**src/common/tecc_pkg.sv**
```systemverilog
// Constants, types and helpers of the thermal event configuration block
package tecc_pkg;

	// ------------------------------------------------------------
	// Register port
	// ------------------------------------------------------------
	localparam int unsigned DATA_W = 16;
	localparam logic [7:0] ADDR_CONFIG = 8'h01;
	localparam logic [7:0] ADDR_UPPER = 8'h02;
	localparam logic [7:0] ADDR_LOWER = 8'h03;
	localparam logic [7:0] ADDR_CRIT = 8'h04;

	// ------------------------------------------------------------
	// Reset values
	// ------------------------------------------------------------
	localparam logic [15:0] CONFIG_RESET = 16'h0000;
	localparam logic [15:0] THR_RESET = 16'h0000;
	localparam logic [15:0] READ_IDLE = 16'h0000;

	// ------------------------------------------------------------
	// Configuration field positions
	// ------------------------------------------------------------
	localparam int unsigned BIT_MODE = 0;
	localparam int unsigned BIT_POL = 1;
	localparam int unsigned BIT_CRIT_ONLY = 2;
	localparam int unsigned BIT_ENABLE = 3;
	localparam int unsigned BIT_STATUS = 4;
	localparam int unsigned BIT_CLEAR = 5;
	localparam int unsigned BIT_LOCK_WIN = 6;
	localparam int unsigned BIT_LOCK_CRIT = 7;
	localparam int unsigned BIT_SHUTDOWN = 8;
	localparam int unsigned BIT_HYST_LO = 9;
	localparam int unsigned BIT_HYST_HI = 10;
	localparam int unsigned BIT_RSVD_LO = 11;
	localparam int unsigned BIT_RSVD_HI = 15;

	// Threshold bits that exist: sign at 12, LSB 0.25 degree at 2
	localparam logic [15:0] THR_MASK = 16'h1FFC;

	// ------------------------------------------------------------
	// Hysteresis, in eighths of a degree
	// ------------------------------------------------------------
	localparam logic [1:0] HYST_OFF = 2'h0;
	localparam logic [1:0] HYST_1P5 = 2'h1;
	localparam logic [1:0] HYST_3 = 2'h2;
	localparam logic [1:0] HYST_6 = 2'h3;
	localparam logic signed [13:0] HYST_E_OFF = 14'sh0000;
	localparam logic signed [13:0] HYST_E_1P5 = 14'sh000C;
	localparam logic signed [13:0] HYST_E_3 = 14'sh0018;
	localparam logic signed [13:0] HYST_E_6 = 14'sh0030;

	// ------------------------------------------------------------
	// Types
	// ------------------------------------------------------------
	typedef logic signed [13:0] tecc_temp_t;
	typedef enum logic [1:0] {TRIP_ABOVE, TRIP_BELOW, TRIP_CRIT} tecc_kind_t;

	// ------------------------------------------------------------
	// Helpers
	// ------------------------------------------------------------
	// Threshold word to eighths of a degree, sign extended
	function automatic tecc_temp_t thrToEighths(input logic [15:0] thr);
		return tecc_temp_t'({{2{thr[12]}}, thr[12:2], 1'b0});
	endfunction : thrToEighths

	// Temperature word to eighths of a degree, sign extended
	function automatic tecc_temp_t tempToEighths(input logic [15:0] t);
		return tecc_temp_t'({{2{t[12]}}, t[12:1]});
	endfunction : tempToEighths

	// Hysteresis field to eighths of a degree
	function automatic tecc_temp_t hystEighths(input logic [1:0] sel);
		tecc_temp_t h;
		h = HYST_E_OFF;
		case (sel)
			HYST_1P5: h = HYST_E_1P5;
			HYST_3: h = HYST_E_3;
			HYST_6: h = HYST_E_6;
			default: h = HYST_E_OFF;
		endcase
		return h;
	endfunction : hystEighths

endpackage : tecc_pkg

```
**src/hdl/tecc_trip_cmp.sv**
```systemverilog
// One threshold comparator with hysteresis and a held trip flag
`timescale 1ns/1ps
module tecc_trip_cmp (
	// Clock and reset
	input wire logic mclk,
	input wire logic rst_n,
	// Comparison
	input wire tecc_pkg::tecc_kind_t kind,
	input wire tecc_pkg::tecc_temp_t temp,
	input wire tecc_pkg::tecc_temp_t thr,
	input wire tecc_pkg::tecc_temp_t hyst,
	input wire logic evalEn,
	// Result
	output logic trip
);

	tecc_pkg::tecc_temp_t lowEdge;
	logic setCond;
	logic clrCond;

	assign lowEdge = tecc_pkg::tecc_temp_t'(thr - hyst);

	// ------------------------------------------------------------
	// Set and clear conditions
	// ------------------------------------------------------------
	always_comb begin
		setCond = 1'b0;
		clrCond = 1'b0;
		case (kind)
			tecc_pkg::TRIP_ABOVE: begin
				setCond = temp > thr;
				clrCond = temp <= lowEdge;
			end
			tecc_pkg::TRIP_BELOW: begin
				setCond = temp <= lowEdge;
				clrCond = temp >= thr;
			end
			tecc_pkg::TRIP_CRIT: begin
				setCond = temp >= thr;
				clrCond = temp < lowEdge;
			end
			default: begin
				setCond = 1'b0;
				clrCond = 1'b0;
			end
		endcase
	end

	// ------------------------------------------------------------
	// Held flag, clear first so equality without hysteresis clears, except on the critical flag
	// ------------------------------------------------------------
	// clear before set
	always_ff @(posedge mclk) begin
		if (!rst_n) begin
			trip <= 1'b0;
		end else if (evalEn) begin
			if (clrCond) begin
				trip <= 1'b0;
			end else if (setCond) begin
				trip <= 1'b1;
			end
		end
	end

endmodule : tecc_trip_cmp

```
**src/hdl/tecc_config_ctrl.sv**
```systemverilog
// Configuration, thresholds and alert control of the thermal monitor
// Operation
// - Bit 0 picks comparator or latched mode
// - Bit 1 sets alert polarity
// - Locks freeze mode, polarity and enable
// - Bit 2 limits alert to critical
// - Only window lock freezes critical-only
// - Bit 3 enables alert, else inactive
// - Bit 4 reads alert asserted, read only
// - Bit 5 clears latched alert, reads 0
// - Window lock freezes window thresholds, sticky
// - Critical lock freezes critical threshold, sticky
// - Lock write updates other bits too
// - Bit 8 stops sensing and alerts
// - Locked shutdown may clear, not set
// - Bits 10:9 select hysteresis amount
// - Locks freeze hysteresis field
// - Hysteresis applies to window and critical
// - Below flag clears at, sets under
// - Reserved bits 15:11 read zero
// - Upper threshold is quarter degree signed
// - Unused threshold bits stay zero
// - Comparator alert follows window, ignores access
// - Critical alert holds until below
`timescale 1ns/1ps
module tecc_config_ctrl (
	// Clock and reset
	input wire logic mclk,
	input wire logic rst_n,
	// Register port
	input wire logic regWrEn,
	input wire logic regRdEn,
	input wire logic [7:0] regAddr,
	input wire logic [15:0] regWrData,
	output logic [15:0] regRdData,
	output logic regRdValid,
	// Sensor side
	input wire logic [15:0] tempIn,
	input wire logic tempValid,
	output logic sensorShutdown,
	// Trip status
	output logic tripAbove,
	output logic tripBelow,
	output logic tripCrit,
	// Alert pin
	output logic eventOut,
	output logic eventOe
);

	// ------------------------------------------------------------
	// Declarations
	// ------------------------------------------------------------
	logic cfgMode_q;
	logic cfgPol_q;
	logic cfgCritOnly_q;
	logic cfgEnable_q;
	logic lockWin_q;
	logic lockCrit_q;
	logic cfgShutdown_q;
	logic [1:0] cfgHyst_q;
	logic [15:0] upperThr_q;
	logic [15:0] lowerThr_q;
	logic [15:0] critThr_q;
	tecc_pkg::tecc_temp_t temp_q;
	logic prevAbove_q;
	logic prevBelow_q;
	logic winLatch_q;
	logic eventStat_q;
	logic eventOut_q;
	logic eventOe_q;
	logic [15:0] regRdData_q;
	logic regRdValid_q;
	logic cfgWrite;
	logic locked;
	logic clearPulse;
	logic windowEdge;
	logic assertedD;
	logic activeD;
	logic [15:0] cfgWord;
	logic [15:0] rdMux;
	tecc_pkg::tecc_temp_t hystE;

	assign cfgWrite = regWrEn && (regAddr == tecc_pkg::ADDR_CONFIG);
	assign locked = lockWin_q || lockCrit_q;
	assign clearPulse = cfgWrite && regWrData[tecc_pkg::BIT_CLEAR];

	// ------------------------------------------------------------
	// Configuration register
	// ------------------------------------------------------------
	// per-field protection, old lock values
	always_ff @(posedge mclk) begin
		if (!rst_n) begin
			cfgMode_q <= tecc_pkg::CONFIG_RESET[tecc_pkg::BIT_MODE];
			cfgPol_q <= tecc_pkg::CONFIG_RESET[tecc_pkg::BIT_POL];
			cfgCritOnly_q <= tecc_pkg::CONFIG_RESET[tecc_pkg::BIT_CRIT_ONLY];
			cfgEnable_q <= tecc_pkg::CONFIG_RESET[tecc_pkg::BIT_ENABLE];
			cfgShutdown_q <= tecc_pkg::CONFIG_RESET[tecc_pkg::BIT_SHUTDOWN];
			cfgHyst_q <= tecc_pkg::CONFIG_RESET[tecc_pkg::BIT_HYST_HI:
				tecc_pkg::BIT_HYST_LO];
		end else if (cfgWrite) begin
			if (!locked) begin
				cfgMode_q <= regWrData[tecc_pkg::BIT_MODE];
				cfgPol_q <= regWrData[tecc_pkg::BIT_POL];
				cfgEnable_q <= regWrData[tecc_pkg::BIT_ENABLE];
			end
			if (!lockWin_q) begin
				cfgCritOnly_q <= regWrData[tecc_pkg::BIT_CRIT_ONLY];
			end
			if (locked) begin
				cfgShutdown_q <= cfgShutdown_q &&
					regWrData[tecc_pkg::BIT_SHUTDOWN];
			end else begin
				cfgShutdown_q <= regWrData[tecc_pkg::BIT_SHUTDOWN];
			end
			if (!locked) begin
				cfgHyst_q <= regWrData[tecc_pkg::BIT_HYST_HI:
					tecc_pkg::BIT_HYST_LO];
			end
		end
	end

	// ------------------------------------------------------------
	// Lock bits, cleared only by reset
	// ------------------------------------------------------------
	// sticky locks, same write
	always_ff @(posedge mclk) begin
		if (!rst_n) begin
			lockWin_q <= tecc_pkg::CONFIG_RESET[tecc_pkg::BIT_LOCK_WIN];
			lockCrit_q <= tecc_pkg::CONFIG_RESET[tecc_pkg::BIT_LOCK_CRIT];
		end else if (cfgWrite) begin
			lockWin_q <= lockWin_q || regWrData[tecc_pkg::BIT_LOCK_WIN];
			lockCrit_q <= lockCrit_q || regWrData[tecc_pkg::BIT_LOCK_CRIT];
		end
	end

	// ------------------------------------------------------------
	// Threshold registers
	// ------------------------------------------------------------
	// locked writes dropped, unused bits zero
	always_ff @(posedge mclk) begin
		if (!rst_n) begin
			upperThr_q <= tecc_pkg::THR_RESET;
			lowerThr_q <= tecc_pkg::THR_RESET;
			critThr_q <= tecc_pkg::THR_RESET;
		end else if (regWrEn) begin
			if (regAddr == tecc_pkg::ADDR_UPPER && !lockWin_q) begin
				upperThr_q <= regWrData & tecc_pkg::THR_MASK;
			end
			if (regAddr == tecc_pkg::ADDR_LOWER && !lockWin_q) begin
				lowerThr_q <= regWrData & tecc_pkg::THR_MASK;
			end
			if (regAddr == tecc_pkg::ADDR_CRIT && !lockCrit_q) begin
				critThr_q <= regWrData & tecc_pkg::THR_MASK;
			end
		end
	end

	// ------------------------------------------------------------
	// Sample capture and comparisons
	// ------------------------------------------------------------
	// no new samples in shutdown
	always_ff @(posedge mclk) begin
		if (!rst_n) begin
			temp_q <= tecc_pkg::tempToEighths(tecc_pkg::THR_RESET);
		end else if (tempValid && !cfgShutdown_q) begin
			temp_q <= tecc_pkg::tempToEighths(tempIn);
		end
	end

	assign hystE = tecc_pkg::hystEighths(cfgHyst_q);

	tecc_trip_cmp aboveCmp (
		.mclk(mclk),
		.rst_n(rst_n),
		.kind(tecc_pkg::TRIP_ABOVE),
		.temp(temp_q),
		.thr(tecc_pkg::thrToEighths(upperThr_q)),
		.hyst(hystE),
		.evalEn(!cfgShutdown_q),
		.trip(tripAbove)
	);

	tecc_trip_cmp belowCmp (
		.mclk(mclk),
		.rst_n(rst_n),
		.kind(tecc_pkg::TRIP_BELOW),
		.temp(temp_q),
		.thr(tecc_pkg::thrToEighths(lowerThr_q)),
		.hyst(hystE),
		.evalEn(!cfgShutdown_q),
		.trip(tripBelow)
	);

	tecc_trip_cmp critCmp (
		.mclk(mclk),
		.rst_n(rst_n),
		.kind(tecc_pkg::TRIP_CRIT),
		.temp(temp_q),
		.thr(tecc_pkg::thrToEighths(critThr_q)),
		.hyst(hystE),
		.evalEn(!cfgShutdown_q),
		.trip(tripCrit)
	);

	// ------------------------------------------------------------
	// Window crossing latch
	// ------------------------------------------------------------
	always_ff @(posedge mclk) begin
		if (!rst_n) begin
			prevAbove_q <= 1'b0;
			prevBelow_q <= 1'b0;
		end else begin
			prevAbove_q <= tripAbove;
			prevBelow_q <= tripBelow;
		end
	end

	assign windowEdge = (tripAbove ^ prevAbove_q) || (tripBelow ^ prevBelow_q);

	// set wins over clear, comparator mode ignores clear
	always_ff @(posedge mclk) begin
		if (!rst_n) begin
			winLatch_q <= 1'b0;
		end else if (windowEdge && cfgMode_q && !cfgCritOnly_q) begin
			winLatch_q <= 1'b1;
		end else if (clearPulse && cfgMode_q) begin
			winLatch_q <= 1'b0;
		end
	end

	// ------------------------------------------------------------
	// Alert condition and pin
	// ------------------------------------------------------------
	// alert source selection
	always_comb begin
		if (cfgShutdown_q) begin
			assertedD = 1'b0;
		end else if (cfgCritOnly_q) begin
			assertedD = tripCrit;
		end else if (cfgMode_q) begin
			assertedD = tripCrit || winLatch_q;
		end else begin
			assertedD = tripCrit || tripAbove || tripBelow;
		end
	end

	assign activeD = assertedD && cfgEnable_q;

	always_ff @(posedge mclk) begin
		if (!rst_n) begin
			eventStat_q <= 1'b0;
			eventOe_q <= 1'b0;
			eventOut_q <= 1'b1;
		end else begin
			eventStat_q <= activeD;
			eventOe_q <= cfgEnable_q;
			eventOut_q <= cfgPol_q ? activeD : !activeD;
		end
	end

	assign eventOut = eventOut_q;
	assign eventOe = eventOe_q;
	assign sensorShutdown = cfgShutdown_q;

	// ------------------------------------------------------------
	// Read path
	// ------------------------------------------------------------
	// status live, clear and reserved read zero
	always_comb begin
		cfgWord = 16'h0000;
		cfgWord[tecc_pkg::BIT_MODE] = cfgMode_q;
		cfgWord[tecc_pkg::BIT_POL] = cfgPol_q;
		cfgWord[tecc_pkg::BIT_CRIT_ONLY] = cfgCritOnly_q;
		cfgWord[tecc_pkg::BIT_ENABLE] = cfgEnable_q;
		cfgWord[tecc_pkg::BIT_STATUS] = eventStat_q;
		cfgWord[tecc_pkg::BIT_LOCK_WIN] = lockWin_q;
		cfgWord[tecc_pkg::BIT_LOCK_CRIT] = lockCrit_q;
		cfgWord[tecc_pkg::BIT_SHUTDOWN] = cfgShutdown_q;
		cfgWord[tecc_pkg::BIT_HYST_HI:tecc_pkg::BIT_HYST_LO] = cfgHyst_q;
	end

	always_comb begin
		case (regAddr)
			tecc_pkg::ADDR_CONFIG: rdMux = cfgWord;
			tecc_pkg::ADDR_UPPER: rdMux = upperThr_q;
			tecc_pkg::ADDR_LOWER: rdMux = lowerThr_q;
			tecc_pkg::ADDR_CRIT: rdMux = critThr_q;
			default: rdMux = tecc_pkg::READ_IDLE;
		endcase
	end

	always_ff @(posedge mclk) begin
		if (!rst_n) begin
			regRdData_q <= tecc_pkg::READ_IDLE;
			regRdValid_q <= 1'b0;
		end else begin
			regRdValid_q <= regRdEn;
			if (regRdEn) begin
				regRdData_q <= rdMux;
			end
		end
	end

	assign regRdData = regRdData_q;
	assign regRdValid = regRdValid_q;
endmodule : tecc_config_ctrl

```
**config.mk**
```make
export PLATFORM = sky130hd
export DESIGN_NAME = tecc_config_ctrl
export DESIGN_NICKNAME = d
export VERILOG_FILES = /design/src/common/tecc_pkg.sv /design/src/hdl/tecc_trip_cmp.sv /design/src/hdl/tecc_config_ctrl.sv
export SDC_FILE = /design/constraint.sdc
export NUM_CORES = 1
export LEC_CHECK = 0
export ABC_AREA = 1
export BUFFER_PORTS_ARGS = -buffer_cell sky130_fd_sc_hd__buf_2
export CORE_UTILIZATION = 25
export CTS_BUF_LIST = sky130_fd_sc_hd__clkbuf_4
export DETAILED_ROUTE_END_ITERATION = 12
export SYNTH_ARGS = -nofsm -noshare
export SYNTH_HDL_FRONTEND = slang
export SYNTH_SLANG_ARGS = --single-unit
```
**constraint.sdc**
```tcl
create_clock -name mclk -period 6.8 [get_ports mclk]
set_input_delay 1.36 -clock mclk [delete_from_list [all_inputs] [get_ports mclk]]
set_output_delay 1.36 -clock mclk [all_outputs]
set_load 0.01 [all_outputs]
```
==> reports/metrics.cfg, run 1 <==
[clock_network]
tritoncts = built
cts_sinks = 77
clkTransAtPathRegs_ps = 120
insertion_delay_ps = 460
hold_buffers = 0
ctsLongestPathBuffers = 2
htree_levels = 3
cts_buffers = 9
cts_resized = 0
root_buffer = clkbuf_4
post_cts_buffers = 0

[timing]
fin_skew_ps = 24.76
fin_tns_setup_ps = 0
min_period_ps = 3646
max_freq_mhz = 274.2
finalHoldViolations = 0
tightestPinTransition_ps = 735.8
setup_viol = 0
relSlewSlack_pct = 50.83
fin_crit_sh_pct = 53.62
drv_slew = 0
rsz0062_at_grt = false

[setup_path]
path_common_cell = nand2_1
endpoint_kind = flop
crit_family = simple AND/OR/NAND/NOR gates
crit_start = cfgHyst_q[1]
timing.rr.end = aboveCmp.trip
crit_cells = 19
r2r_slack_ps = 3150
reg2regPathDepth = 19
worstPathCellList = inv_1 > ha_1 > inv_1 > fa_1 > nor2_1 > a211oi_1 > nand4_1 > o21ai_0 > inv_1 > ha_1 > nand2_1 > nor3_1 > nand2_1 > nand3_1 > nand2_1 > nand3_1 > nand2_1 > nand2_1 > inv_1
crit_path_start_kind = flop
crit_path_end = aboveCmp.trip
critical_path_peak_fanout = 6
cp_slowest_cell = ha_1
reg2reg_from = cfgHyst_q[1]
cp.arrival_ps = 4010
cp_num_buf_inv = 4
worstPathRequired_ps = 7160
cpPeakStageDelay_ps = 380
crit_type = flop to flop

[route]
dr.pass1.iters = 9
wl_mm = 16.12
drtAntennaViolNets = 0
drc = 1
via_per_inst = 4.717
wl_per_cell_um = 14.59
drtIter0Drc = 329
num_vias = 5212

[placement]
routabilityCongestion = 0.9459
placement.io_buffers = 57
dpl_cell_area_um2 = 6175
place_hpwl_mm = 12.64

[power_and_ir_drop]
seq_power_share_pct = 49.8
p_leak_nw = 2.876
p_comb_share_pct = 19.8
power_density_nw_per_um2 = 154.1
p_sw_share_pct = 32.13
p_clk_share_pct = 30.4
p_int_uw = 661.2
finalPower_uw = 974.3
p_sw_uw = 313.0
ir_drop_mv = 0.07580

[layout]
final_cell_mix = nand2_1 (131), inv_1 (98), ha_1 (80), dfxtp_1 (77), nor2_1 (73)
final_common_cell = nand2_1
fin_area_um2 = 6322
drive_gt1_share_pct = 14.34
final_nets = 946
area_growth_pct = 12.02

[run_status]
violations = DRC
run_status = finished with violations

[global_routing]
grtUsageTotal_pct = 14.22
overflow = 0
grt_pass1_vias = 5000
grt_max_degree = 40
grt_pass1_wl_mm = 25.65
antenna_found_initial = 2

[flow_run]
max_cap_viol_count = 0

[synth]
yosys.area.top_type = dfxtp_1
synth_area_leaders = dfxtp_1 (27%), ha_1 (18%), nand2_1 (8.7%)
syn_area_um2 = 5644
ys_types = 41
synth_top_area_share_pct = 27.31
ys_seq_area_share_pct = 27.31
netlist_instances = 770
ys_warn_count = 0
ys_ff_latch = 77
syn_avg_cell_area_um2 = 7.330

[floorplan]
core_area_um2 = 21960
die_x_um = 152.3
start_util_pct = 25.70
num_io_pins = 68
die_h_um = 152.3
die_area_um2 = 23180
rows = 54

[hold_path]
min_path_type = flop to flop

-- cells by family after synthesis --
group | share of synthesized area (%)
flip-flops | 27.31
XOR/XNOR | 3.414
adder cells (fa/ha/maj) | 18.80
AND/OR/NAND/NOR | 23.01
AO/OA/AOI/OAI | 18.02
buffers and inverters | 9.377
other | 0.06644
-- cell type report --
class | instances | area, um2
clock buffers | 11 | 82.58
clock inverters | 5 | 60.06
inverters | 105 | 394.1
fillers | 2384 | 15640
well taps | 280 | 350.3
diodes | 2 | 5.005
repair buffers | 60 | 307.8
flip-flops and latches | 77 | 1541
multi-input cells | 565 | 3581
-- worst register-to-register path, stage by stage (launching register included) --
cell	delay, ps
dfxtp_1	330
inv_1	230
ha_1	380
inv_1	170
fa_1	240
nor2_1	60
a211oi_1	380
nand4_1	220
o21ai_0	200
inv_1	60
ha_1	350
nand2_1	110
nor3_1	270
nand2_1	110
nand3_1	80
nand2_1	50
nand3_1	110
nand2_1	100
nand2_1	70
inv_1	30
-- power by group through the flow --
stage                     Combinational [mW]  Clock, mW  Sequential, mW
after global placement                 0.190          0           0.496
final                                  0.193      0.296           0.485
after detailed placement               0.192          0           0.496
after global routing                   0.226      0.322           0.488
after floorplan                        0.140          0           0.487
after CTS                              0.193      0.303           0.486
-- flip-flops by register name (all words and copies together) (netlist names), 2 cells and up --
register and cells:
cfgHyst_q 2, critThr_q 11, lowerThr_q 11, regRdData 13
temp_q 12, upperThr_q 11
-- synth_stat cells --
cell type / instances
a211oi_1: 5
a211oi_2: 18
a21o_1: 4
a21oi_1: 68
a311oi_1: 1
a31oi_1: 1
and2_1: 2
and3_1: 1
buf_1: 3
buf_2: 3
buf_4: 6
buf_6: 2
clkbuf_1: 11
conb_1: 1
dfxtp_1: 77
fa_1: 3
ha_1: 80
inv_1: 98
inv_2: 7
nand2_1: 131
nand2_2: 1
nand2_4: 1
nand3_1: 41
nand3b_1: 1
nand4_1: 19
nor2_1: 73
nor2_2: 9
nor2_4: 2
nor3_1: 6
nor3_2: 2
nor3_4: 1
nor3b_1: 1
nor4_2: 1
o211ai_1: 5
o21a_1: 3
o21ai_0: 30
o21ai_1: 24
o22ai_1: 5
o31ai_1: 1
xnor2_1: 3
xor2_1: 19
-- how the worst min path moves through the flow --
stage	cells after the start	to	slack, ps	start
3_3_place_gp	2	eventOe	440	cfgEnable_q
6_report	2	eventOe	460	cfgEnable_q
4_1_cts	2	eventOe	460	cfgEnable_q
2_1_floorplan	2	eventOe	420	cfgEnable_q
5_1_grt	2	regRdData[1]	490	cfgPol_q
3_5_place_dp	2	eventOe	440	cfgEnable_q
-- per-stage QoR --
step           cells  hold slack (ps)  worst slack [ps]  utilization, %
3_5_place_dp    1087            443.7              3140           28.12
2_1_floorplan    772            420.6              3875               -
4_1_cts         1103            461.3              3105           28.77
3_3_place_gp    1087            437.5              3123           28.12
6_report        1105            461.2              3154           28.79
5_1_grt         1105            490.2              2756           28.79
-- layer usage --
metal  track usage, %  wire length, um  vias up
li1                 -                -     2682
met1            17.59             7220     2347
met2            23.06             7220      142
met3            3.271             1002       41
met4            7.289              675        0
met5                0                0        -
Power figures use the tool's default switching activity.
==> run 2: changes to the inputs <==
==> constraint.sdc (replaced) <==
create_clock -name mclk -period 3.6 [get_ports mclk]
set_input_delay 0.72 -clock mclk [delete_from_list [all_inputs] [get_ports mclk]]
set_output_delay 0.72 -clock mclk [all_outputs]
set_load 0.01 [all_outputs]
==> reports/metrics.cfg, run 2 (same netlist as run 1, synthesis figures left out) <==
[run_status]
run_status = finished with violations
violations = DRC

[timing]
relSlewSlack_pct = 50.40  ; -0.43 points
rsz0062_at_grt = false
finalHoldViolations = 0  ; unchanged
fin_tns_setup_ps = 0  ; unchanged
drv_slew = 0  ; unchanged
min_period_ps = 3238  ; -408.0 ps
max_freq_mhz = 308.8  ; +13%
fin_crit_sh_pct = 89.95  ; +36 points
fin_skew_ps = 19.32  ; -5.445 ps
setup_viol = 0  ; unchanged
tightestPinTransition_ps = 742.2  ; +6.404 ps

[layout]
final_cell_mix = nand2_1 (131), inv_1 (98), ha_1 (80), dfxtp_1 (77), nor2_1 (73)
multi_input_area_um2 = 3586  ; +0.14%
area_growth_pct = 12.97
seq_area_um2 = 1541  ; unchanged
largest_register_ffs = 13  ; unchanged
drive_gt1_share_pct = 14.94  ; +0.60 points
final_util_pct = 29.04  ; +0.25 points
final_common_cell = nand2_1
finalNonFillerCells = 1111  ; +0.54%
fin_area_um2 = 6376  ; +0.85%
nFillCells = 2391  ; +0.29%
final_nets = 953  ; +0.74%

[power_and_ir_drop]
finalPower_mw = 1.862  ; +91%
power_density_nw_per_um2 = 292.1  ; +90%
p_leak_nw = 2.911  ; +1.2%
ir_drop_mv = 0.1756  ; +130%

[route]
dr.pass1.iters = 9  ; unchanged
wl_mm = 16.44  ; +2.0%
drc = 1  ; unchanged
drtIter0Drc = 321  ; -2.4%
wl_per_cell_um = 14.80  ; +1.4%
via_per_inst = 4.680  ; -0.77%
drtAntennaViolNets = 0  ; unchanged
num_vias = 5200  ; -0.23%

[placement]
placement.io_buffers = 57  ; unchanged
routabilityCongestion = 0.9030  ; -4.5%
dp.cells = 1094  ; +0.64%
dpl_cell_area_um2 = 6227  ; +0.85%
place_hpwl_mm = 12.78  ; +1.1%

[setup_path]
crit_path_start_kind = flop
cp.arrival_ps = 3600  ; -410 ps
reg2regPathDepth = 19  ; unchanged
crit_cells = 19  ; unchanged
critical_path_peak_fanout = 3  ; -3
path_common_cell = nand2_1
crit_start = cfgHyst_q[0]
endpoint_kind = flop
crit_family = simple AND/OR/NAND/NOR gates
worstPathCellList = ha_1 > ha_1 > inv_1 > fa_1 > nand2_1 > a21oi_1 > nand3b_1 > nor3_1 > nand2_1 > nand2_1 > inv_1 > ha_1 > nand2_1 > nor3_1 > nand2_1 > nand4_1 > nand2_1 > nor2_1 > a21oi_1
reg2reg_from = cfgHyst_q[0]
worstPathRequired_ps = 3960  ; -3200 ps
cpPeakStageDelay_ps = 410  ; +30 ps
cp_slowest_cell = dfxtp_1
r2r_slack_ps = 360  ; -2790 ps
cp_num_buf_inv = 2  ; -2
crit_type = flop to flop
timing.rr.end = critCmp.trip

[flow_run]
max_cap_viol_count = 0  ; unchanged

[hold_path]
holdPathEnd = eventOe
hold_depth = 2  ; unchanged
min_path_type = flop to flop
hp-start = cfgEnable_q

[floorplan]
core_area_um2 = 21960  ; unchanged
rows = 54  ; unchanged
start_util_pct = 25.70  ; unchanged
die_area_um2 = 23180  ; unchanged
die_h_um = 152.3  ; unchanged
die_x_um = 152.3  ; unchanged
num_io_pins = 68  ; unchanged

[global_routing]
antenna_found_initial = 1  ; -1
grt_max_degree = 40  ; unchanged
grt_pass1_vias = 4894  ; -2.1%
use_met1_pct = 18.88  ; +1.3 points
grt_most_used_layer = met2
overflow = 0  ; unchanged
grt_pass1_wl_mm = 26.39  ; +2.8%
global_route.usage.met2_pct = 24.69  ; +1.6 points
gr-usage-met3_pct = 2.560  ; -0.71 points
grtUsageTotal_pct = 14.60  ; +0.38 points

[clock_network]
post_cts_buffers = 0  ; unchanged
cts_buffers = 9  ; unchanged
htree_levels = 3  ; unchanged
hold_buffers = 0  ; unchanged
clkTransAtPathRegs_ps = 120  ; about the same
cts_resized = 0  ; unchanged
root_buffer = clkbuf_4
insertion_delay_ps = 470  ; about the same
ctsLongestPathBuffers = 2  ; unchanged
cts_sinks = 77  ; unchanged
tritoncts = built

==> run 2: final cells by class <==
type / count / share of cell area (%)
inverter: 105 / 6.181
tap: 280 / 5.495
multi-input combinational: 565 / 56.24
antenna: 1 / 0.03925
clock inverter: 7 / 1.158
clock buffer: 9 / 1.060
timing repair buffer: 67 / 5.651
sequential: 77 / 24.18
==> run 2: tightest hold or removal path, cell delays in order (launching register included) <==
cell and delay [ps]:
dfxtp_1 350, nand2_1 60, inv_1 30
==> run 2: per-stage QoR <==
step           hold WS (ps)  setup slack (ps)
4_1_cts               459.9             356.0
3_3_place_gp          435.2             434.9
3_5_place_dp          436.9             383.8
5_1_grt               483.4             2.329
2_1_floorplan         420.6             674.8
6_report              462.9             361.6
==> run 2: layer usage <==
layer	wire length, um	share of wire, %
met4	259	1.6
met2	7864	48
met1	7458	45
met5	0	0
met3	857	5.2
==> run 2: worst max path at each step <==
stage,endpoint,slack (ps)
CTS,critCmp.trip,360
detailed placement,critCmp.trip,380
floorplan,aboveCmp.trip,670
finish,critCmp.trip,360
global route,aboveCmp.trip,2
global placement,critCmp.trip,430
==> run 2: report_power, final <==
part	total (mW)	internal, mW	switching, mW
clock	0.573	0.215	0.358
combinational	0.373	0.149	0.224
sequential	0.916	0.874	0.0422
total	1.86	1.24	0.623
==> run 3: changes to the inputs <==
--- a/config.mk
+++ b/config.mk
@@ -7,9 +7,12 @@
 export LEC_CHECK = 0
 export ABC_AREA = 1
 export BUFFER_PORTS_ARGS = -buffer_cell sky130_fd_sc_hd__buf_2
+export CELL_PAD_IN_SITES_DETAIL_PLACEMENT = 1
+export CELL_PAD_IN_SITES_GLOBAL_PLACEMENT = 2
 export CORE_UTILIZATION = 25
 export CTS_BUF_LIST = sky130_fd_sc_hd__clkbuf_4
 export DETAILED_ROUTE_END_ITERATION = 12
+export PLACE_DENSITY_LB_ADDON = 0.1
 export SYNTH_ARGS = -nofsm -noshare
 export SYNTH_HDL_FRONTEND = slang
 export SYNTH_SLANG_ARGS = --single-unit
==> reports/metrics.cfg, run 3 (same netlist as run 1, synthesis figures left out) <==
[placement]
dp.cells = 1094  ; unchanged
placement.io_buffers = 57  ; unchanged
place_hpwl_mm = 15.80  ; +24%
dpl_cell_area_um2 = 6227  ; unchanged
routabilityCongestion = 0.7995  ; -11%

[global_routing]
overflow = 0  ; unchanged
antenna_found_initial = 1  ; unchanged
grt_pass1_wl_mm = 31.68  ; +20%
grt_max_degree = 40  ; unchanged
grt_pass1_vias = 5491  ; +12%
grtUsageTotal_pct = 17.97  ; +3.4 points

[timing]
setup_viol = 0  ; unchanged
hold_slack_ps = 473.6  ; +10.71 ps
finalHoldViolations = 0  ; unchanged
fin_crit_sh_pct = 88.37  ; -1.6 points
tightestPinTransition_ps = 709.5  ; -32.73 ps
relSlewSlack_pct = 52.59  ; +2.2 points
min_period_ps = 3181  ; -57.18 ps
rsz0062_at_grt = false
max_freq_mhz = 314.3  ; +1.8%
fin_skew_ps = 17.12  ; -2.198 ps
fin_tns_setup_ps = 0  ; unchanged
drv_slew = 0  ; unchanged

[power_and_ir_drop]
p_sw_share_pct = 36.43  ; +2.9 points
p_comb_share_pct = 20.9  ; +0.9 points
ir_drop_mv = 0.1210  ; -31%
p_leak_nw = 2.909  ; about the same
seq_power_share_pct = 50.1  ; +0.9 points
p_clk_share_pct = 29.1  ; -1.7 points
p_sw_uw = 674.3  ; +8.1%
finalPower_mw = 1.851  ; -0.60%
p_int_mw = 1.177  ; -5.0%
power_density_nw_per_um2 = 290.0  ; -0.70%

[setup_path]
cp_slowest_cell = ha_2
path_common_cell = nand2_1
cpPeakStageDelay_ps = 400  ; about the same
crit_path_start_kind = flop
crit_type = flop to flop
critical_path_peak_fanout = 5  ; +2
worstPathCellList = inv_1 > ha_2 > ha_1 > nand2_1 > o21ai_0 > nand2_1 > nand2_1 > nor2_1 > nand4_1 > xor2_1 > ha_1 > nand2_1 > nor3_1 > nand2_1 > nand3_1 > nand2_1 > nand3_1 > nand2_1 > nand2_1 > inv_1
cp.arrival_ps = 3570  ; -30 ps
endpoint_kind = flop
worstPathRequired_ps = 3990  ; +30 ps

[route]
wl_per_cell_um = 17.97  ; +21%
dr.pass1.iters = 8  ; -1
via_per_inst = 4.740  ; +1.3%
drc = 1  ; unchanged
num_vias = 5276  ; +1.5%
drtAntennaViolNets = 0  ; unchanged
wl_mm = 20.00  ; +22%
drtIter0Drc = 200  ; -38%

[layout]
drive_gt1_share_pct = 15.88  ; +0.94 points
fin_area_um2 = 6382  ; about the same
final_nets = 954  ; +0.10%
final_cell_mix = nand2_1 (131), inv_1 (97), ha_1 (79), dfxtp_1 (76), nor2_1 (72)
area_growth_pct = 13.08  ; about the same
largest_register_ffs = 13  ; unchanged
finalNonFillerCells = 1113  ; +0.18%
final_common_cell = nand2_1

[hold_path]
min_path_type = flop to flop

[floorplan]
core_area_um2 = 21960  ; unchanged
num_io_pins = 68  ; unchanged
die_h_um = 152.3  ; unchanged
die_area_um2 = 23180  ; unchanged
die_x_um = 152.3  ; unchanged
rows = 54  ; unchanged
start_util_pct = 25.70  ; unchanged

[clock_network]
htree_levels = 3  ; unchanged
clkTransAtPathRegs_ps = 150  ; +30 ps
cts_buffers = 9  ; unchanged
cts_sinks = 77  ; unchanged
ctsLongestPathBuffers = 2  ; unchanged
root_buffer = clkbuf_4
tritoncts = built
insertion_delay_ps = 480  ; about the same
hold_buffers = 0  ; unchanged

[flow_run]
max_cap_viol_count = 0  ; unchanged

[run_status]
violations = DRC
run_status = finished with violations

[run 3: metal layers]
layer | share of wire (%) | vias to the layer above | wire length [um] | track usage [%]
met4 | 1.3 | 0 | 255 | 4.665
met2 | 48 | 43 | 9506 | 30.33
met3 | 2.2 | 15 | 437 | 2.361
li1 | - | 2690 | - | -
met1 | 49 | 2528 | 9800 | 24.00
met5 | 0 | - | 0 | 0
[run 3: stage by stage]
| stage | setup slack (ps) | utilization [%] |
|---|---|---|
| after global placement | 269.9 | 28.36 |
| after CTS | 170.8 | 28.93 |
| after global routing | 39.18 | 29.07 |
| after detailed placement | 197.0 | 28.36 |
| final | 418.8 | 29.07 |
| after floorplan | 674.8 | - |
[run 3: path summary, 6_finish.rpt]
kind,start,end,slack [ps],depth (start not counted)
min reg2reg,cfgEnable_q,eventOe,470,2
min,cfgEnable_q,eventOe,470,2
max reg2reg,cfgHyst_q[1],aboveCmp.trip,420,20
max,cfgHyst_q[1],aboveCmp.trip,420,20
[run 3: area by class of cell]
type / count / area [um2]
timing repair buffer: 68 / 367.9
fill: 2698 / 15580
tap: 280 / 350.3
clock buffer: 9 / 67.56
multi-input combinational: 565 / 3596
clock inverter: 7 / 58.81
antenna: 2 / 5.005
sequential: 77 / 1543
inverter: 105 / 394.1
[run 3: what timing repair did]
action	CTS	global route
setup buffers	0	1
gates resized for setup	0	8
endpoints found under the setup margin	0	3
[run 3: power by group through the flow]
| stage | registers (mW) | clock network [mW] | logic [mW] |
|---|---|---|---|
| CTS | 0.930 | 0.565 | 0.391 |
| finish | 0.927 | 0.538 | 0.386 |
| detailed placement | 0.948 | 0 | 0.388 |
| floorplan | 0.920 | 0 | 0.265 |
| global placement | 0.947 | 0 | 0.377 |
| global route | 0.933 | 0.602 | 0.448 |
[run 3: worst max-delay path: cells and delay by family, from the launching register on]
| family | cells | cell delay [ps] |
|---|---|---|
| buffers and inverters | 2 | 100 |
| flip-flops | 1 | 360 |
| XOR/XNOR | 1 | 180 |
| AO/OA/AOI/OAI | 1 | 130 |
| AND/OR/NAND/NOR | 13 | 1390 |
| adder cells (fa/ha/maj) | 3 | 940 |
